### src/pkg/ssst_map.svh
// Register offsets, field positions, reset values and timing figures of the
// sync and strobe timing block.
// Assumes inclusion by bare name from every file that needs them.
`ifndef SSST_MAP_SVH
`define SSST_MAP_SVH

// ==========================================================================
// Register offsets (serial port register address space)
`define SSST_A_POWER  8'h0c
`define SSST_A_TRIST  8'h12
`define SSST_A_POL    8'h40
`define SSST_A_TRIG   8'h41
`define SSST_A_FSDLY  8'h54
`define SSST_A_RSDLY  8'h55
`define SSST_A_SLEN   8'h56
`define SSST_A_SHA    8'h5f
`define SSST_A_SHB    8'h60
`define SSST_A_PVDLY  8'h64
`define SSST_A_VCWH   8'h68
`define SSST_A_VCWL   8'h69
`define SSST_A_WRDH   8'h6a
`define SSST_A_WRDL   8'h6b
`define SSST_A_CINTH  8'h6c
`define SSST_A_CINTL  8'h6d
`define SSST_A_STRB   8'h6e
`define SSST_A_STAT   8'h70

// ==========================================================================
// Field positions
`define SSST_B_RES    1
`define SSST_B_TSCTL  0
`define SSST_B_TRIG   0
`define SSST_B_SFM    1
`define SSST_B_STREN  5
`define SSST_B_POLFS  0
`define SSST_B_POLRS  1
`define SSST_B_POLDV  2

// ==========================================================================
// Reset values
`define SSST_R_ZERO   8'h00
`define SSST_R_TRIST  8'h01
`define SSST_R_SH     8'h0a
`define SSST_R_VCW    16'h050a
`define SSST_R_WRD    16'h03ff
`define SSST_R_CINT   16'h0402

// ==========================================================================
// Timing figures, in master clock periods or rows, and the serial slave address
`define SSST_ROW_OVH  16'h0013
`define SSST_FRM_OVH  16'h0002
`define SSST_RD_OFS   16'h0001
`define SSST_STRB_LD  16'h0002
`define SSST_SLV_ADDR 7'h33

`endif

### src/pkg/ssst_pkg.sv
// Types shared by the sync and strobe timing block.
// Assumes the map header is compiled alongside.
package ssst_pkg;

  typedef struct packed {
    logic       wr;
    logic [7:0] addr;
    logic [7:0] data;
  } ssst_regreq_t;

  typedef struct packed {
    logic fs;
    logic rs;
    logic dv;
    logic strb;
  } ssst_sync_t;

  typedef enum logic [2:0] {
    I2C_IDLE, I2C_ADDR, I2C_REG, I2C_WDAT, I2C_ACK, I2C_RDAT, I2C_DONE
  } ssst_i2c_st_t;

  typedef enum logic [1:0] {PLS_IDLE, PLS_WAIT, PLS_HIGH} ssst_pls_st_t;

endpackage : ssst_pkg

### src/ssst_pulse.sv
// Delayed pulse shaper: one trigger gives one pulse after a set delay.
// Assumes triggers are spaced wider than delay plus width.
`timescale 1ns/1ns
`default_nettype none
module ssst_pulse
  import ssst_pkg::*;
(
  input  wire logic       mclk,
  input  wire logic       resetn,
  input  wire logic       trig,
  input  wire logic [8:0] delay,
  input  wire logic [3:0] len,
  output logic            pulse
);
  ssst_pls_st_t st_r;
  ssst_pls_st_t st_nxt;
  logic [8:0]   cnt_r;
  logic [8:0]   cnt_nxt;

  // A new trigger restarts the shaper, so a late pulse never swallows one
  always_comb begin
    st_nxt  = st_r;
    cnt_nxt = cnt_r;
    if (trig) begin
      st_nxt  = (delay == 9'h000) ? PLS_HIGH : PLS_WAIT;
      cnt_nxt = (delay == 9'h000) ? {5'h00, len} : delay - 9'h001;
    end else begin
      case (st_r)
        PLS_WAIT: begin
          st_nxt  = (cnt_r == 9'h000) ? PLS_HIGH : PLS_WAIT;
          cnt_nxt = (cnt_r == 9'h000) ? {5'h00, len} : cnt_r - 9'h001;
        end
        PLS_HIGH: begin
          st_nxt  = (cnt_r == 9'h000) ? PLS_IDLE : PLS_HIGH;
          cnt_nxt = cnt_r - 9'h001;
        end
        default: st_nxt = PLS_IDLE;
      endcase
    end
  end

  always_ff @(posedge mclk or negedge resetn) begin
    if (!resetn) begin
      st_r  <= PLS_IDLE;
      cnt_r <= 9'h000;
    end else begin
      st_r  <= st_nxt;
      cnt_r <= cnt_nxt;
    end
  end

  assign pulse = (st_r == PLS_HIGH);
endmodule : ssst_pulse
`default_nettype wire

### src/ssst_i2c_slave.sv
// Serial register slave: one register byte per start/stop transaction.
// Assumes serial clock at most one twenty-fourth of mclk, pins synchronous.
`timescale 1ns/1ns
`default_nettype none
`include "ssst_map.svh"
module ssst_i2c_slave
  import ssst_pkg::*;
(
  input  wire logic       mclk,
  input  wire logic       resetn,
  input  wire logic       scl_i,
  input  wire logic       sda_i,
  input  wire logic [7:0] rdata,
  output logic            sda_oe_n,
  output ssst_regreq_t    req
);
  ssst_i2c_st_t st_r, st_nxt, ret_r, ret_nxt;
  ssst_regreq_t req_r, req_nxt;
  logic [7:0]   sh_r, sh_nxt;
  logic [3:0]   bit_r, bit_nxt;
  logic         drvn_r, drvn_nxt;
  logic         scl_q_r;
  logic         sda_q_r;
  logic         start, stop, rise, fall;

  // Slow serial clock lets plain edge detection on mclk see every edge
  assign start = scl_i & scl_q_r & sda_q_r & ~sda_i;
  assign stop  = scl_i & scl_q_r & ~sda_q_r & sda_i;
  assign rise  = scl_i & ~scl_q_r;
  assign fall  = ~scl_i & scl_q_r;

  always_comb begin
    st_nxt   = st_r;
    ret_nxt  = ret_r;
    sh_nxt   = sh_r;
    bit_nxt  = bit_r;
    drvn_nxt = drvn_r;
    req_nxt  = req_r;
    req_nxt.wr = 1'b0;
    if (start) begin
      st_nxt   = I2C_ADDR;
      bit_nxt  = 4'h0;
      drvn_nxt = 1'b1;
    end else if (stop) begin
      st_nxt   = I2C_IDLE;
      drvn_nxt = 1'b1;
    end else begin
      case (st_r)
        I2C_ADDR, I2C_REG, I2C_WDAT: begin
          if (rise) begin
            sh_nxt  = {sh_r[6:0], sda_i};
            bit_nxt = bit_r + 4'h1;
          end else if (fall && bit_r == 4'h8) begin
            bit_nxt  = 4'h0;
            st_nxt   = I2C_ACK;
            drvn_nxt = 1'b0;
            if (st_r == I2C_ADDR) begin
              if (sh_r[7:1] != `SSST_SLV_ADDR) begin
                st_nxt   = I2C_DONE;
                drvn_nxt = 1'b1;
              end
              ret_nxt = sh_r[0] ? I2C_RDAT : I2C_REG;
            end else if (st_r == I2C_REG) begin
              req_nxt.addr = sh_r;
              ret_nxt      = I2C_WDAT;
            end else begin
              req_nxt.wr   = 1'b1;
              req_nxt.data = sh_r;
              ret_nxt      = I2C_DONE;
            end
          end
        end
        I2C_ACK: if (fall) begin
          st_nxt   = ret_r;
          drvn_nxt = 1'b1;
          if (ret_r == I2C_RDAT) begin
            sh_nxt   = rdata;
            drvn_nxt = rdata[7];
          end
        end
        I2C_RDAT: if (fall) begin
          if (bit_r == 4'h7) begin
            st_nxt   = I2C_DONE;
            drvn_nxt = 1'b1;
          end else begin
            sh_nxt   = {sh_r[6:0], 1'b0};
            drvn_nxt = sh_r[6];
            bit_nxt  = bit_r + 4'h1;
          end
        end
        default: st_nxt = st_r;
      endcase
    end
  end

  always_ff @(posedge mclk or negedge resetn) begin
    if (!resetn) begin
      st_r    <= I2C_IDLE;
      ret_r   <= I2C_IDLE;
      req_r   <= '0;
      sh_r    <= 8'h00;
      bit_r   <= 4'h0;
      drvn_r  <= 1'b1;
      scl_q_r <= 1'b1;
      sda_q_r <= 1'b1;
    end else begin
      st_r    <= st_nxt;
      ret_r   <= ret_nxt;
      req_r   <= req_nxt;
      sh_r    <= sh_nxt;
      bit_r   <= bit_nxt;
      drvn_r  <= drvn_nxt;
      scl_q_r <= scl_i;
      sda_q_r <= sda_i;
    end
  end

  assign sda_oe_n = drvn_r;
  assign req      = req_r;
endmodule : ssst_i2c_slave
`default_nettype wire

### src/ssst_top.sv
// Readout sync and strobe timing generator with its serial register port.
// Assumes synchronous pins and a 20 MHz mclk; pads resolve the enables.
`timescale 1ns/1ns
`default_nettype none
`include "ssst_map.svh"
module ssst_top
  import ssst_pkg::*;
(
  input  wire logic mclk,
  input  wire logic resetn,
  input  wire logic scl_i,
  input  wire logic sda_i,
  output logic      sda_o,
  output logic      sda_oe_n,
  output logic      frame_start,
  output logic      row_sync,
  output logic      data_valid,
  output logic      strobe,
  output logic      sync_oe_n,
  output logic      bias_res_en
);
  // ========================================================================
  // Register file
  ssst_regreq_t req;
  logic [7:0]   rdata;
  logic [7:0]   power_r, power_nxt;
  logic [7:0]   trist_r, trist_nxt;
  logic [7:0]   pol_r, pol_nxt;
  logic [7:0]   trig_r, trig_nxt;
  logic [7:0]   fsdly_r, fsdly_nxt;
  logic [7:0]   rsdly_r, rsdly_nxt;
  logic [7:0]   slen_r, slen_nxt;
  logic [7:0]   sha_r, sha_nxt;
  logic [7:0]   shb_r, shb_nxt;
  logic [7:0]   pvdly_r, pvdly_nxt;
  logic [7:0]   strb_r, strb_nxt;
  logic [15:0]  vcw_r, vcw_nxt;
  logic [15:0]  wrd_r, wrd_nxt;
  logic [15:0]  cint_r, cint_nxt;
  logic [7:0]   status;
  logic         frame_go;

  ssst_i2c_slave u_i2c (
    .mclk     (mclk),
    .resetn   (resetn),
    .scl_i    (scl_i),
    .sda_i    (sda_i),
    .rdata    (rdata),
    .sda_oe_n (sda_oe_n),
    .req      (req)
  );

  always_comb begin
    power_nxt = power_r;
    trist_nxt = trist_r;
    pol_nxt   = pol_r;
    trig_nxt  = trig_r;
    fsdly_nxt = fsdly_r;
    rsdly_nxt = rsdly_r;
    slen_nxt  = slen_r;
    sha_nxt   = sha_r;
    shb_nxt   = shb_r;
    pvdly_nxt = pvdly_r;
    strb_nxt  = strb_r;
    vcw_nxt   = vcw_r;
    wrd_nxt   = wrd_r;
    cint_nxt  = cint_r;
    // Hardware clears the pending trigger first so a same-cycle write wins
    if (frame_go) begin
      trig_nxt[`SSST_B_TRIG] = 1'b0;
    end
    if (req.wr) begin
      if (req.addr == `SSST_A_POWER) begin
        power_nxt = req.data;
      end else if (req.addr == `SSST_A_TRIST) begin
        trist_nxt = req.data;
      end else if (req.addr == `SSST_A_POL) begin
        pol_nxt = req.data;
      end else if (req.addr == `SSST_A_TRIG) begin
        trig_nxt = req.data;
      end else if (req.addr == `SSST_A_FSDLY) begin
        fsdly_nxt = req.data;
      end else if (req.addr == `SSST_A_RSDLY) begin
        rsdly_nxt = req.data;
      end else if (req.addr == `SSST_A_SLEN) begin
        slen_nxt = req.data;
      end else if (req.addr == `SSST_A_SHA) begin
        sha_nxt = req.data;
      end else if (req.addr == `SSST_A_SHB) begin
        shb_nxt = req.data;
      end else if (req.addr == `SSST_A_PVDLY) begin
        pvdly_nxt = req.data;
      end else if (req.addr == `SSST_A_STRB) begin
        strb_nxt = req.data;
      end else if (req.addr == `SSST_A_VCWH) begin
        vcw_nxt[15:8] = req.data;
      end else if (req.addr == `SSST_A_VCWL) begin
        vcw_nxt[7:0] = req.data;
      end else if (req.addr == `SSST_A_WRDH) begin
        wrd_nxt[15:8] = req.data;
      end else if (req.addr == `SSST_A_WRDL) begin
        wrd_nxt[7:0] = req.data;
      end else if (req.addr == `SSST_A_CINTH) begin
        cint_nxt[15:8] = req.data;
      end else if (req.addr == `SSST_A_CINTL) begin
        cint_nxt[7:0] = req.data;
      end
    end
  end

  // Unmapped addresses read as zero
  always_comb begin
    if (req.addr == `SSST_A_POWER) begin
      rdata = power_r;
    end else if (req.addr == `SSST_A_TRIST) begin
      rdata = trist_r;
    end else if (req.addr == `SSST_A_POL) begin
      rdata = pol_r;
    end else if (req.addr == `SSST_A_TRIG) begin
      rdata = trig_r;
    end else if (req.addr == `SSST_A_FSDLY) begin
      rdata = fsdly_r;
    end else if (req.addr == `SSST_A_RSDLY) begin
      rdata = rsdly_r;
    end else if (req.addr == `SSST_A_SLEN) begin
      rdata = slen_r;
    end else if (req.addr == `SSST_A_SHA) begin
      rdata = sha_r;
    end else if (req.addr == `SSST_A_SHB) begin
      rdata = shb_r;
    end else if (req.addr == `SSST_A_PVDLY) begin
      rdata = pvdly_r;
    end else if (req.addr == `SSST_A_STRB) begin
      rdata = strb_r;
    end else if (req.addr == `SSST_A_VCWH) begin
      rdata = vcw_r[15:8];
    end else if (req.addr == `SSST_A_VCWL) begin
      rdata = vcw_r[7:0];
    end else if (req.addr == `SSST_A_WRDH) begin
      rdata = wrd_r[15:8];
    end else if (req.addr == `SSST_A_WRDL) begin
      rdata = wrd_r[7:0];
    end else if (req.addr == `SSST_A_CINTH) begin
      rdata = cint_r[15:8];
    end else if (req.addr == `SSST_A_CINTL) begin
      rdata = cint_r[7:0];
    end else if (req.addr == `SSST_A_STAT) begin
      rdata = status;
    end else begin
      rdata = 8'h00;
    end
  end

  always_ff @(posedge mclk or negedge resetn) begin
    if (!resetn) begin
      power_r <= `SSST_R_ZERO;
      trist_r <= `SSST_R_TRIST;
      pol_r   <= `SSST_R_ZERO;
      trig_r  <= `SSST_R_ZERO;
      fsdly_r <= `SSST_R_ZERO;
      rsdly_r <= `SSST_R_ZERO;
      slen_r  <= `SSST_R_ZERO;
      sha_r   <= `SSST_R_SH;
      shb_r   <= `SSST_R_SH;
      pvdly_r <= `SSST_R_ZERO;
      strb_r  <= `SSST_R_ZERO;
      vcw_r   <= `SSST_R_VCW;
      wrd_r   <= `SSST_R_WRD;
      cint_r  <= `SSST_R_CINT;
    end else begin
      power_r <= power_nxt;
      trist_r <= trist_nxt;
      pol_r   <= pol_nxt;
      trig_r  <= trig_nxt;
      fsdly_r <= fsdly_nxt;
      rsdly_r <= rsdly_nxt;
      slen_r  <= slen_nxt;
      sha_r   <= sha_nxt;
      shb_r   <= shb_nxt;
      pvdly_r <= pvdly_nxt;
      strb_r  <= strb_nxt;
      vcw_r   <= vcw_nxt;
      wrd_r   <= wrd_nxt;
      cint_r  <= cint_nxt;
    end
  end

  // ========================================================================
  // Frame and row counters
  logic [15:0] col_r, col_nxt;
  logic [15:0] row_r, row_nxt;
  logic        act_r, act_nxt;
  logic [15:0] row_per;
  logic [15:0] frm_rows;
  logic [15:0] rd_first;
  logic [15:0] strb_row;
  logic        cont;
  logic        readout;
  logic        row_start;
  logic        pix;
  logic        strb_on;

  // Row length changes with the sample-hold widths; no guard mid-frame
  assign row_per  = vcw_r + {8'h00, sha_r} + {8'h00, shb_r} + `SSST_ROW_OVH;
  assign frm_rows = wrd_r + cint_r + `SSST_FRM_OVH;
  assign rd_first = cint_r + `SSST_RD_OFS;
  assign cont     = ~trig_r[`SSST_B_SFM];
  assign frame_go = ~act_r & (cont | trig_r[`SSST_B_TRIG]);
  assign readout  = act_r & (row_r >= rd_first) & (row_r <= rd_first + wrd_r);
  assign row_start = readout & (col_r == 16'h0000);
  assign pix      = readout & (col_r <= vcw_r);
  // Integration rows come first, so a zero start keeps the default place
  assign strb_row = (strb_r == 8'h00) ? rd_first - `SSST_STRB_LD
                                      : {8'h00, strb_r};
  assign strb_on  = act_r & trig_r[`SSST_B_SFM] & trig_r[`SSST_B_STREN]
                    & (row_r == strb_row);
  assign status   = {5'h00, trig_r[`SSST_B_TRIG], act_r, strb_on};

  always_comb begin
    col_nxt = col_r;
    row_nxt = row_r;
    act_nxt = act_r;
    if (frame_go) begin
      act_nxt = 1'b1;
      col_nxt = 16'h0000;
      row_nxt = 16'h0000;
    end else if (act_r) begin
      if (col_r >= row_per - 16'h0001) begin
        col_nxt = 16'h0000;
        if (row_r >= frm_rows - 16'h0001) begin
          row_nxt = 16'h0000;
          act_nxt = cont;
        end else begin
          row_nxt = row_r + 16'h0001;
        end
      end else begin
        col_nxt = col_r + 16'h0001;
      end
    end
  end

  always_ff @(posedge mclk or negedge resetn) begin
    if (!resetn) begin
      col_r <= 16'h0000;
      row_r <= 16'h0000;
      act_r <= 1'b0;
    end else begin
      col_r <= col_nxt;
      row_r <= row_nxt;
      act_r <= act_nxt;
    end
  end

  // ========================================================================
  // Frame-start and row sync shapers
  logic [1:0] ch_trig;
  logic [8:0] ch_dly [2];
  logic [3:0] ch_len [2];
  logic [1:0] ch_pls;

  assign ch_trig[0] = row_start & (row_r == rd_first);
  assign ch_trig[1] = row_start;
  assign ch_dly[0]  = {1'b0, fsdly_r};
  assign ch_dly[1]  = {1'b0, fsdly_r} + {1'b0, rsdly_r};
  assign ch_len[0]  = slen_r[3:0];
  assign ch_len[1]  = slen_r[7:4];

  generate
    for (genvar g = 0; g < 2; g++) begin : g_ch
      ssst_pulse u_pls (
        .mclk   (mclk),
        .resetn (resetn),
        .trig   (ch_trig[g]),
        .delay  (ch_dly[g]),
        .len    (ch_len[g]),
        .pulse  (ch_pls[g])
      );
    end
  endgenerate

  // ========================================================================
  // Data-valid delay line
  // A full tap line costs 255 flops but keeps every pixel pulse distinct
  logic [254:0] dvl_r, dvl_nxt;
  logic         dv_tap;

  always_comb begin
    dvl_nxt = {dvl_r[253:0], pix};
    dv_tap  = (pvdly_r == 8'h00) ? pix : dvl_r[pvdly_r - 8'h01];
  end

  always_ff @(posedge mclk or negedge resetn) begin
    if (!resetn) begin
      dvl_r <= '0;
    end else begin
      dvl_r <= dvl_nxt;
    end
  end

  // ========================================================================
  // Output stage
  ssst_sync_t sync_r, sync_nxt;
  logic       oe_n_r, oe_n_nxt;
  logic       bias_r, bias_nxt;
  logic       sda_o_r;

  always_comb begin
    sync_nxt.fs   = ch_pls[0] ^ pol_r[`SSST_B_POLFS];
    sync_nxt.rs   = ch_pls[1] ^ pol_r[`SSST_B_POLRS];
    sync_nxt.dv   = dv_tap ^ pol_r[`SSST_B_POLDV];
    sync_nxt.strb = strb_on;
    oe_n_nxt      = ~trist_r[`SSST_B_TSCTL];
    bias_nxt      = power_r[`SSST_B_RES];
  end

  always_ff @(posedge mclk or negedge resetn) begin
    if (!resetn) begin
      sync_r  <= '0;
      oe_n_r  <= 1'b0;
      bias_r  <= 1'b0;
      sda_o_r <= 1'b0;
    end else begin
      sync_r  <= sync_nxt;
      oe_n_r  <= oe_n_nxt;
      bias_r  <= bias_nxt;
      sda_o_r <= 1'b0;
    end
  end

  assign frame_start = sync_r.fs;
  assign row_sync    = sync_r.rs;
  assign data_valid  = sync_r.dv;
  assign strobe      = sync_r.strb;
  assign sync_oe_n   = oe_n_r;
  assign bias_res_en = bias_r;
  assign sda_o       = sda_o_r;
endmodule : ssst_top
`default_nettype wire

### config.mk
export PLATFORM = sky130hd
export DESIGN_NAME = ssst_top
export DESIGN_NICKNAME = d
export VERILOG_FILES = /design/src/pkg/ssst_pkg.sv /design/src/ssst_pulse.sv /design/src/ssst_i2c_slave.sv /design/src/ssst_top.sv
export VERILOG_INCLUDE_DIRS = /design/src /design/src/pkg
export SDC_FILE = /design/constraint.sdc
export NUM_CORES = 1
export LEC_CHECK = 0
export BUFFER_PORTS_ARGS = -buffer_cell sky130_fd_sc_hd__buf_4
export CAP_MARGIN = 10
export CELL_PAD_IN_SITES_DETAIL_PLACEMENT = 1
export CELL_PAD_IN_SITES_GLOBAL_PLACEMENT = 2
export CORE_AREA = 2 2 227 340
export DETAILED_ROUTE_END_ITERATION = 8
export DIE_AREA = 0 0 229 342
export PLACE_DENSITY = 0.71
export RECOVER_POWER = 50
export REMOVE_ABC_BUFFERS = 1
export SKIP_CTS_REPAIR_TIMING = 1
export SYNTH_ARGS = -nofsm -noshare
export SYNTH_HDL_FRONTEND = slang
export SYNTH_SLANG_ARGS = --single-unit
### constraint.sdc
create_clock -name mclk -period 9.3 [get_ports mclk]
set_input_delay 0 -clock mclk [delete_from_list [all_inputs] [get_ports mclk]]
set_output_delay 0 -clock mclk [all_outputs]
set_load 0.01 [all_outputs]
# [Word-level counts from Yosys, hierarchy flattened]
# Cells that the tools add are included.
[totals] ff_bits=490 latchBits=0 input_bits=4 memories=0 output_inout_bits=8 mem_bits_rw=0 romBits=0 wordCells=306
[op_classes] order_cmp=6 shifts=0 n_div=0 n_reduce_logical=41 add_sub_neg=19 bitwise_logic=48 n_mux=103 eq_ne=47 mul=0
[op_table] cell="$mux 8" count=24
[op_table] cell="$eq 8x7->1 const B" count=16
[op_table] cell="$mux 16" count=8
[op_table] cell="$mux 17" count=6
[op_table] cell="$mux 9" count=6
[op_table] cell="$add 16x1->16 const B" count=3
[op_table] cell="$ge 16x16->1" count=3
[op_table] cell="$logic_not 9->1" count=4
[op_table] cell="$mux 3" count=12
[op_table] cell="$pmux 9 s2" count=2
[op_table] cell="$add 16x16->16" count=2
[op_table] cell="$add 16x8->16" count=2
[op_table] cell="$eq 16x16->1" count=2
[op_table] cell="$le 16x16->1" count=2
[op_table] cell="$sub 16x1->16 const B" count=2
[op_table] cell="$not 1->1" count=28
[op_table] cell="$sub 9x1->9 const B" count=3
[op_table] cell="$mux 4" count=6
[op_table] cell="$pmux 8 s3" count=1
[op_table] cell="$mux 1" count=23
[op_table] cell="$reduce_and 7->1" count=3
[op_table] cell="$ne 4x1->1 const B" count=5
[op_table] cell="$reduce_and 5->1" count=4
[op_table] cell="$mux 2" count=9
[op_table] cell="53 further kinds" count=88

# [Logic depth before layout (Yosys ltp)]
# Gate-level depths: netlist of run 1.
[logic_depth] word_depth=28 depth_mapped=26 ltp_nobuf=24

# [Cells and area by module]
# Synthesis of run 1 repeated with hierarchy kept, for this count alone.
[hier_totals] cells_unflattened=2283 area_unflattened_um2=26066.2
[by_module_without_submodules] mod="ssst_top" seq_area_each_um2=10786.6 instances=1 cells_each=1877 area_per_inst_um2=22182.5
[by_module_without_submodules] mod="ssst_pulse" seq_area_each_um2=275.3 instances=2 cells_each=116 area_per_inst_um2=991.0
[by_module_without_submodules] mod="ssst_i2c_slave" seq_area_each_um2=954.7 instances=1 cells_each=174 area_per_inst_um2=1901.8

# [Worst setup path before layout of run 1]
# OpenSTA, ideal clock, no wires.
[synth_path] path_kind="register to register" startpoint="register cint_r[1]" endpoint="register g_ch[1].u_pls.cnt_r[5]" setup_ps=135 path_stages_with_launch=23 setup_slack_ps=3959 path_buffers=3 arrival_ps=5205 period_less_slack_ps=5341 required_ps=9165 cell_sequence="dfstp_2 ha_1 buf_4 xnor2_1 inv_1 ha_1 nor2b_1 o21ai_0 a21oi_1 o21ai_0 a21oi_1 o21ai_0 a21oi_1 o41ai_1 mux2i_1 a2111oi_0 ha_1 nand4_1 or4_1 a2111oi_0 clkbuf_1 clkbuf_1 o21ai_0"
[synth_via] elab_chain_cells=6 elab_cells_between_ends=9 cone_classes="2 x add/sub; 2 x order compare; 1 x mux; 3 x bitwise; 1 x reduce/logical"
[synth_lines] item="start, declared" line="ssst_top.sv:39" source="logic [15:0] cint_r, cint_nxt;"
[synth_lines] item="start signal, assigned" line="ssst_top.sv:169" source="cint_r <= `SSST_R_CINT;"
[synth_lines] item="start signal, assigned" line="ssst_top.sv:184" source="cint_r <= cint_nxt;"
[synth_lines] item="$add 16x1->16 (no source line) *"
[synth_lines] item="$add 16x16->16 or $ge 16x16->1 (tied branches)" line="ssst_top.sv:209" source="assign readout = act_r & (row_r >= rd_first) & (row_r <= rd_first + wrd_r);"
[synth_lines] item="$le 16x16->1 or $and 1x1->1 (tied branches)" line="ssst_top.sv:209"
[synth_lines] item="$and 1x1->1 *" line="ssst_top.sv:209"
[synth_lines] item="$and 1x1->1 *" line="ssst_top.sv:210" source="assign row_start = readout & (col_r == 16'h0000);"
[synth_lines] item="$reduce_bool 3->1 (no source line) or $mux 9 (tied branches)"
[synth_lines] item="end signal, assigned" line="ssst_pulse.sv:48" source="cnt_r <= cnt_nxt;"
[synth_lines] item="end, declared" line="ssst_pulse.sv:17" source="logic [8:0] cnt_r;"
# Every way passes the cells marked *; elsewhere a longest branch is shown, timed or not.
# A chain may end at the register's enable or synchronous reset.

# [Worst setup path in the final report of run 1]
[layout_path] startpoint="register cint_r[1]" endpoint="register g_ch[0].u_pls.cnt_r[2]"
[layout_via] elab_chain_cells=7 elab_cells_between_ends=11 cone_classes="2 x add/sub; 2 x order compare; 1 x eq/ne; 1 x mux; 4 x bitwise; 1 x reduce/logical"
[layout_lines] item="$add 16x1->16 (no source line) *"
[layout_lines] item="$add 16x16->16 or $ge 16x16->1 (tied branches)" line="ssst_top.sv:209"
[layout_lines] item="$le 16x16->1 or $and 1x1->1 (tied branches)" line="ssst_top.sv:209"
[layout_lines] item="$and 1x1->1" line="ssst_top.sv:209"
[layout_lines] item="$and 1x1->1" line="ssst_top.sv:210"
[layout_lines] item="$and 1x1->1 *" line="ssst_top.sv:261" source="assign ch_trig[0] = row_start & (row_r == rd_first);"
[layout_lines] item="$reduce_bool 3->1 (no source line) or $mux 9 (tied branches)"
[layout_lines] item="end signal, assigned" line="ssst_pulse.sv:48"
[layout_lines] item="end, declared" line="ssst_pulse.sv:17"
# Marks and branches as above.

==> reports/qor.txt, run 1 <==
Outcome: complete, but fails checks
Violated checks: capacitance limit, slew limit
Share of layout cells above drive strength 1: 14.5%
Clk root buf: clkbuf_16
Largest net degree at the start of global routing: 172
WL per Instance: 23.8 µm
FP Rows: 124
FMAX: 136 MHz
Leakage: 13.3 nW
Max_slew headroom: -332%
Count of state elements after synthesis: 490
Final Core Density: 38.3%
Worst Setup End Kind: flop
Worst EP arrival: 7.90 ns
CTS tree: built
Yosys warnings: 0
First-pass GRT wire length: 126,000 µm
Core Area: 75,700 µm²
I/O pins: 12
Sequential fraction of the synthesis area: 47.0%
Final Max Tran Viols: 176
Die width: 229 µm
Synth Flop Type: dfrtp_1
CTS H-tree lvls: 2
Vias in the first global route: 21.0k
Number of I/O port buffers: 10
Clk Latency, worst-skew pair: 0.63 ns
1st-iter DRT viols: 780
Syn avg cell area: 11.1 µm²
MaxCap Viol Count: 2
Clock transition at the registers of the reported paths: 0.06 ns
Number of synthesized flops with an enable pin: 0
Critical path class: reg2reg
Total GRT Usage: 20.8%
Internal reg-to-reg setup slack: 1.92 ns
Via/cell ratio: 5.57
# setup viols final: 0
HP Class: in2reg
Die H: 342 µm
Crit path required time: 9.83 ns
DR vias: 18.9k
Buffer depth of the longest clock path: 3
Cell count after synthesis: 2,349
Total negative slack: 0 ns
RSZ-0062 raised after global routing: no
Worst Skew: 0.0352 ns
Remaining DRCs: 0
Crit path max fanout: 20
Post-detail-place hpwl: 59,400 µm
Cell count after placement: 3,292
Synth Cell Area: 26,200 µm²
TritonCTS buffer count: 50
Starting Density: 34.6%
Leading cell type in the layout, fill and taps excluded: dfrtp_1
Max VDD drop: 0.150 mV
Reg2Reg Capture Point: g_ch[0].u_pls.cnt_r[2]
Area delta synth->final: 10.8%
Fin crit period: 7.38 ns
Final critical-path share of the clock period: 79.3%
DIE AREA: 78,300 µm²
Setup crit end: g_ch[0].u_pls.cnt_r[2]
Non-filler cells, final: 3,388
Netlist cell types: 96
Final Hold Fails: 0
Crit path from: cint_r[1]
Pwr Density: 160 nW/µm²
Reg2reg start: cint_r[1]
Most frequent cells in the layout: dfrtp_1 (465), nand2_1 (167), ha_1 (149)
Final net count: 2,506
Synth async-reset ratio: 100%
Clock sinks: 490
R2R depth: 21
Diode count: 0
Power Total: 4.65 mW
Antenna violations before repair: 1
Final WL: 80,800 µm
First-pass DRT Iterations: 5
DRT antenna net count: 0
Routability cong.: 0.945
Worst-margin pin slew: 6.47 ns
Remaining global-route overflow: 0
Worst setup SP type: flop
-- kinds of logic after synthesis --
group / share of synthesized area (%)
adder cells (fa/ha/maj): 8.09
XOR/XNOR: 3.28
AO/OA/AOI/OAI: 12.1
multiplexers: 13.2
AND/OR/NAND/NOR: 12.8
other: 0.0143
flip-flops: 47.0
buffers and inverters: 3.52
-- flip-flops by register name (all words and copies together) (netlist names), 4 cells and up --
name / cells
strb_r: 8
wrd_r: 16
cint_r: 16
row_r: 16
u_i2c.req: 17
power_r: 8
pol_r: 8
rsdly_r: 8
shb_r: 8
col_r: 16
u_i2c.sh_r: 8
slen_r: 8
u_i2c.bit_r: 4
trig_r: 8
sha_r: 8
vcw_r: 16
pvdly_r: 8
fsdly_r: 8
g_ch.u_pls.st_r: 4
dvl_r: 255
g_ch.u_pls.cnt_r: 18
trist_r: 8
-- synthesized netlist by cell type, types with 33 or more instances --
cell        n  area (µm²)
mux2_2    125        1410
mux2i_1    53         531
nand3_1    64         320
dfrtp_1   466       11700
o21ai_0   135         676
a21oi_1    94         470
xnor2_1    58         508
ha_1      150        1880
nor3_1     58         290
nor2_1    129         484
inv_1     121         454
nand2b_1   33         206
xor2_1     40         350
mux4_2     67        1510
clkbuf_1   52         195
nand2_1   167         627
-- where the power goes --
| group | total (mW) | internal (mW) | switching (mW) |
|---|---|---|---|
| logic | 0.243 | 0.0783 | 0.164 |
| clock network | 2.15 | 1.25 | 0.898 |
| registers | 2.26 | 2.17 | 0.0875 |
| total | 4.65 | 3.50 | 1.15 |
-- per-stage QoR --
step	area, µm²	setup WS [ns]	hold WS (ns)
4_1_cts	29000	1.86	-0.506
2_1_floorplan	25700	1.63	-0.296
3_3_place_gp	27300	2.07	0.146
6_report	29000	1.92	0.113
5_1_grt	29000	1.42	0.135
3_5_place_dp	27300	1.91	0.156
-- critical path, stage by stage, from the launching register on --
cell       delay [ns]
dfstp_2          0.65
ha_1             0.48
xnor2_1          0.25
inv_1            0.08
ha_1             0.32
nor2b_1          0.14
o21ai_0          0.23
a21oi_1          0.13
o21ai_0          0.40
a21oi_1          0.13
o21ai_0          0.28
a21oi_1          0.15
o41ai_1          0.51
mux2i_1          0.16
a2111oi_0        0.43
ha_1             0.21
nand4_1          0.11
or4_1            0.56
a2111oi_2        0.92
and3_1           0.78
o221ai_1         0.24
o21ai_0          0.12
-- worst min path at each step --
stage                     startpoint            end  slack, ns  cells past startpoint
after floorplan               resetn          act_r      -0.30                      0
after global placement        resetn      dvl_r[78]       0.15                      1
after detailed placement      resetn      dvl_r[25]       0.16                      1
after CTS                      sda_i  u_i2c.sda_q_r      -0.51                      1
after global routing           sda_i  u_i2c.sda_q_r       0.14                      2
final                          sda_i  u_i2c.sda_q_r       0.11                      2
-- final cells by class --
type | instances | area, µm²
clock inverters | 20 | 337
well taps | 1008 | 1260
clock buffers | 72 | 1390
fillers | 8336 | 46700
multi-input cells | 1641 | 13000
repair buffers | 36 | 270
inverters | 121 | 454
flip-flops and latches | 490 | 12300
-- layer usage --
layer / wire length (µm) / vias up / global-route usage (%)
met5: 0 / - / 0
met4: 4060 / 0 / 9.92
met3: 1690 / 152 / 2.06
met2: 43300 / 256 / 39.3
met1: 31700 / 9861 / 23.2
li1: - / 8597 / -
No activity file was read; power rests on OpenSTA's default activity.
==> inputs of run 2 (changes only) <==
- ABC_AREA: not set -> 1
- CORE_AREA: 2 2 227 340 -> 2 2 226 339
- DIE_AREA: 0 0 229 342 -> 0 0 228 341
- PLACE_DENSITY: 0.71 -> 0.75
- clock period: 9.3 -> 7.4 ns (I/O delays scaled with it)
==> run 2 against run 1 <==
Effect of this change:
- the run still ends with capacitance limit, slew limit left
- die area shrank 0.73%
- synthesized area shrank 1.0%
- non-clock buffer count shrank 5
- utilization grew 0.19 points
- count of clock-buffer cells in the layout grew 7
- combinational power grew to 5.3 times the previous value
- worst setup slack lost 0.98 ns
- synthesized cell count grew 27%
- routed wire length grew 3.6%
- maximum frequency grew 14%
==> reports/qor.txt, run 2 <==
Pwr Density: 245 nW/µm² (+53%)
Final critical-path share of the clock period: 87.2% (+7.9 points)
Yosys top cell area share: 45.0% (+0.46 points)
Area delta synth->final: 11.2%
Final WL: 83,700 µm (+3.6%)
Number of synthesized flops with an enable pin: 0 (unchanged)
Routability cong.: 0.885 (-6.4%)
Syn avg cell area: 8.70 µm² (-22%)
Worst Skew: 0.0209 ns (-0.0143 ns)
First-pass DRT Iterations: 4 (-1)
Remaining global-route overflow: 0 (unchanged)
Clock transition at the registers of the reported paths: 0.06 ns (about the same)
First-pass GRT wire length: 134,000 µm (+5.9%)
Crit path max fanout: 17 (-15%)
Buffer depth of the longest clock path: 3 (unchanged)
Worst Setup End Kind: flop
Fin crit period: 6.45 ns (-0.921 ns)
Outcome: complete, but fails checks
Crit path required time: 7.91 ns (-1.92 ns)
Worst setup SP type: flop
Post-detail-place hpwl: 61,600 µm (+3.7%)
Yosys warnings: 0 (unchanged)
FP Rows: 123 (-0.81%)
HP Class: in2reg
CTS tree: built
Worst path max stage delay: 0.61 ns (-0.31 ns)
Netlist cell types: 63 (-34%)
Starting Density: 34.6% (+0.066 points)
TritonCTS buffer count: 51 (+2.0%)
Most frequent cells in the layout: nand2_1 (613), dfrtp_1 (465), inv_1 (321)
CTS H-tree lvls: 2 (unchanged)
Largest net degree at the start of global routing: 180 (+4.7%)
Top-count cell post-synth: nand2_1
Buf/Inv on CP: 4 (+3)
RSZ-0062 raised after global routing: no
Clk root buf: clkbuf_16
Leading cell type in the layout, fill and taps excluded: nand2_1
Clk Latency, worst-skew pair: 0.62 ns (about the same)
Clock sinks: 490 (unchanged)
Cell count after synthesis: 2,978 (+27%)
DRT antenna net count: 0 (unchanged)
Post-route setup slack: 0.946 ns (-0.979 ns)
Cell count after placement: 3,911 (+19%)
Die width: 228 µm (-0.44%)
Post-synth top cells: nand2_1 (613), dfrtp_1 (466), inv_1 (322), o21ai_0 (275), a21oi_1 (236)
Synth Flop Type: dfrtp_1
Final Hold Fails: 0 (unchanged)
Largest cells by area after synthesis: dfrtp_1 (45%), nand2_1 (8.9%), ha_1 (7.2%)
Critical path class: reg2reg
WL per Instance: 20.9 µm (-12%)
Hold depth: 2 (unchanged)
Synth async-reset ratio: 100% (unchanged)
Max_slew headroom: -265% (+67 points)
DR vias: 21.3k (+13%)
Antenna violations before repair: 0 (-1)
Most common cell on crit path: nand2_1
Sequential fraction of the synthesis area: 47.5% (+0.49 points)
R2R depth: 35 (+67%)
Cell taking the most area after synthesis: dfrtp_1
Leakage: 13.5 nW (+1.8%)
Cell count along the critical path: 35 (+67%)
FMAX: 155 MHz (+14%)
Largest register FFs: 255 (unchanged)
Non-filler cells, final: 4,009 (+18%)
Share of layout cells above drive strength 1: 6.38% (-8.2 points)
Number of I/O port buffers: 10 (unchanged)
Vias in the first global route: 23.6k (+12%)
Pre-CTS setup slack: 0.931 ns (-0.980 ns)
Die H: 341 µm (-0.29%)
Final Max Tran Viols: 319 (+81%)
1st-iter DRT viols: 966 (+24%)
MaxCap Viol Count: 4 (+2)
DIE AREA: 77,700 µm² (-0.73%)
Count of state elements after synthesis: 490 (unchanged)
CP max-delay cell: dfstp_2
Violated checks: capacitance limit, slew limit
Worst-margin pin slew: 5.47 ns (-1.00 ns)
Diode count: 0 (unchanged)
# setup viols final: 0 (unchanged)
I/O pins: 12 (unchanged)
Synth Cell Area: 25,900 µm² (-1.0%)
Cell family with most CP delay: compound AO/OA/AOI/OAI gates
Remaining DRCs: 0 (unchanged)
Largest register by flop count: dvl_r
Total GRT Usage: 21.7% (+0.94 points)
Final net count: 3,133 (+25%)
Via/cell ratio: 5.30 (-4.8%)
Worst EP arrival: 6.96 ns (-0.94 ns)
Core Area: 74,800 µm² (-1.2%)
Max VDD drop: 0.167 mV (+11%)
## run 2: through the flow
step / setup TNS (ns) / instance area, µm² / power, mW / utilization [%] / hold slack [ns]
after floorplan: -1.14 / 25500 / 3.77 / - / -0.296
after global placement: 0 / 27000 / 4.29 / 36.1 / 0.0795
after detailed placement: 0 / 27000 / 4.35 / 36.1 / 0.0896
after CTS: 0 / 28800 / 7.15 / 38.5 / -0.579
after global routing: 0 / 28800 / 7.38 / 38.5 / 0.127
final: 0 / 28800 / 7.04 / 38.5 / 0.126
## run 2: power by group
part	total (mW)	leakage (nW)	internal [mW]	switching (mW)
Clock	2.76	0.863	1.63	1.13
Combinational	1.28	6.06	0.369	0.912
Sequential	3.00	6.59	2.86	0.143
## run 2: logic make-up after synthesis
| kind of cell | count (synthesis) | synth area share (%) |
|---|---|---|
| AOI/OAI and AO/OA | 764 | 17.5 |
| xor gates and xnor gates | 84 | 2.84 |
| DFF | 490 | 47.5 |
| other | 1 | 0.0145 |
| and+or+nand+nor | 1051 | 17.6 |
| adders and majority gates | 162 | 8.18 |
| buffers and inverters | 426 | 6.36 |
## run 2: final cells by class
cell class                      instances  area (µm²)
Timing Repair Buffer                   31         211
Clock inverter                         16         283
Fill cell                            8857       46000
Tap cell                             1000        1250
Sequential cell                       490       12300
Inverter                              331        1240
Multi-Input combinational cell       2062       12000
Clock buffer                           79        1520
## run 2: path summary, 6_finish.rpt
path	startpoint	to	slack [ns]
max in group asynchronous	resetn	dvl_r[201]	1.32
worst min register to register	dvl_r[25]	dvl_r[26]	0.37
min in group asynchronous	resetn	strobe	1.93
worst max register to register	cint_r[1]	g_ch[0].u_pls.cnt_r[6]	0.95
worst min-delay path	scl_i	u_i2c.scl_q_r	0.13
worst max-delay path	cint_r[1]	g_ch[0].u_pls.cnt_r[6]	0.95
## run 2: layer usage
layer  vias to the layer above  track usage, %  share of wire (%)
met5                         -               0                  0
met4                         0            8.93                4.2
met2                       225            42.3                 55
met3                       132            2.21                1.9
li1                      10100               -                  -
met1                     10800            23.8                 39
## run 2: worst register-to-register path, delay by kind of cell (launching register included)
| family | cells | cell delay, ns |
|---|---|---|
| xor gates and xnor gates | 1 | 0.15 |
| and+or+nand+nor | 15 | 2.08 |
| adders and majority gates | 3 | 0.97 |
| DFF | 1 | 0.61 |
| AOI/OAI and AO/OA | 12 | 2.17 |
| buffers and inverters | 4 | 0.34 |
==> inputs of run 3 (changes only) <==
- PLACE_DENSITY: 0.75 -> not set
- PLACE_DENSITY_LB_ADDON: not set -> 0.1
- RECOVER_POWER: 50 -> 100
==> run 3 against run 2 <==
Effect of this change:
- maximum frequency decreased by 1.1%
- clock skew up 0.013 ns
- flip-flop and latch count stayed put
- the flow still finishes with violations (capacitance limit, slew limit)
- utilization is 0.074 points higher
- register-to-register slack worse by 0.07 ns
- worst hold slack worse by 0.041 ns
- count of clock-buffer cells in the layout decreased by 13
- combinational power about the same
- die area is the same
- critical endpoint unchanged
- non-clock buffer count is 3 higher
==> reports/qor.txt, run 3 (synthesized netlist as in run 2, its figures left out) <==
Outcome: complete, but fails checks
Violated checks: capacitance limit, slew limit
Core Area: 74,800 µm² (unchanged)
Post-route setup slack: 0.872 ns (-0.0738 ns)
DRT antenna net count: 0 (unchanged)
Hold depth: 2 (unchanged)
Final net count: 3,137 (+0.13%)
Non-filler cells, final: 4,015 (+0.15%)
Largest net degree at the start of global routing: 182 (+1.1%)
Buf/Inv on CP: 4 (unchanged)
Most common cell on crit path: nand2_1
FP Rows: 123 (unchanged)
Final critical-path share of the clock period: 88.2% (+1.0 points)
Worst setup SP type: flop
Worst path max stage delay: 0.62 ns (about the same)
Internal reg-to-reg setup slack: 0.87 ns (-0.07 ns)
Crit path required time: 7.89 ns (-0.02 ns)
DR vias: 21.2k (-0.38%)
DIE AREA: 77,700 µm² (unchanged)
Worst EP arrival: 7.02 ns (+0.06 ns)
TritonCTS buffer count: 52 (+2.0%)
Cell family with most CP delay: compound AO/OA/AOI/OAI gates
Clock transition at the registers of the reported paths: 0.06 ns (about the same)
Pre-CTS setup slack: 0.805 ns (-0.126 ns)
Max_slew headroom: -196% (+69 points)
Via/cell ratio: 5.27 (-0.53%)
Antenna violations before repair: 0 (unchanged)
Most frequent cells in the layout: nand2_1 (614), dfrtp_1 (465), inv_1 (321)
1st-iter DRT viols: 888 (-8.1%)
Post-detail-place hpwl: 63,400 µm (+2.9%)
Max VDD drop: 0.205 mV (+23%)
# setup viols final: 0 (unchanged)
Die width: 228 µm (unchanged)
Setup crit end: g_ch[0].u_pls.cnt_r[6]
Clk root buf: clkbuf_16
HP Class: in2reg
R2R depth: 35 (unchanged)
CTS H-tree lvls: 2 (unchanged)
First-pass DRT Iterations: 5 (+1)
Largest register FFs: 255 (unchanged)
Routability cong.: 0.864 (-2.3%)
Reg2reg start: cint_r[1]
Cell count along the critical path: 35 (unchanged)
Largest register by flop count: dvl_r
Crit path from: cint_r[1]
Clock sinks: 490 (unchanged)
Total GRT Usage: 22.2% (+0.51 points)
I/O pins: 12 (unchanged)
Remaining DRCs: 0 (unchanged)
Final WL: 85,500 µm (+2.2%)
FMAX: 153 MHz (-1.1%)
First-pass GRT wire length: 136,000 µm (+1.7%)
Critical path class: reg2reg
Leading cell type in the layout, fill and taps excluded: nand2_1
Clk Latency, worst-skew pair: 0.63 ns (about the same)
Leakage: 13.6 nW (+0.32%)
Final Max Tran Viols: 496 (+55%)
Share of layout cells above drive strength 1: 6.44% (+0.056 points)
Worst Setup End Kind: flop
Fin crit period: 6.53 ns (+0.0738 ns)
MaxCap Viol Count: 4 (unchanged)
RSZ-0062 raised after global routing: no
Hold_ws: 0.0850 ns (-0.0409 ns)
Pwr Density: 247 nW/µm² (+0.99%)
Vias in the first global route: 23.3k (-1.3%)
Area delta synth->final: 11.4%
Crit path max fanout: 17 (unchanged)
CTS tree: built
WL per Instance: 21.3 µm (+2.1%)
Number of I/O port buffers: 10 (unchanged)
Remaining global-route overflow: 0 (unchanged)
Worst Skew: 0.0339 ns (+0.0129 ns)
Buffer depth of the longest clock path: 3 (unchanged)
Die H: 341 µm (unchanged)
Starting Density: 34.6% (unchanged)
Reg2Reg Capture Point: g_ch[0].u_pls.cnt_r[6]
Final Hold Fails: 0 (unchanged)
Cell count after placement: 3,913 (+0.051%)
Worst-margin pin slew: 4.44 ns (-1.03 ns)
CP max-delay cell: dfstp_2
Power Total: 7.13 mW (+1.2%)
run 3: per-layer routing:
| metal | track usage (%) | part of all wire, % |
|---|---|---|
| met4 | 6.81 | 3.1 |
| met1 | 24.8 | 40 |
| met3 | 2.03 | 1.6 |
| met2 | 43.9 | 56 |
| met5 | 0 | 0 |
run 3: stage by stage:
step	TNS [ns]	instance area, µm²	utilization [%]
6_report	0	28800	38.6
5_1_grt	0	28800	38.6
4_1_cts	0	28900	38.7
3_5_place_dp	0	27000	36.2
3_3_place_gp	0	27000	36.2
2_1_floorplan	-1.14	25500	-
run 3: area by class of cell:
type	instances	area, µm²
multi-input cells	2062	11900
well taps	1000	1250
flip-flops and latches	490	12300
inverters	331	1240
repair buffers	34	234
diodes	1	2.50
fillers	8829	45900
clock buffers	66	1430
clock inverters	31	449
run 3: worst min path at each step:
stage | startpoint | end | slack, ns
6_report | scl_i | u_i2c.scl_q_r | 0.08
5_1_grt | scl_i | u_i2c.scl_q_r | 0.09
4_1_cts | resetn | strobe | -0.64
3_5_place_dp | resetn | strobe | 0.04
3_3_place_gp | resetn | strobe | 0.03
2_1_floorplan | resetn | act_r | -0.30
run 3: power by group:
group / leakage, nW / internal, mW / total (mW) / switching, mW
combinational: 6.04 / 0.365 / 1.27 / 0.906
clock: 0.919 / 1.67 / 2.87 / 1.19
sequential: 6.59 / 2.86 / 2.99 / 0.134
total: 13.6 / 4.89 / 7.13 / 2.24
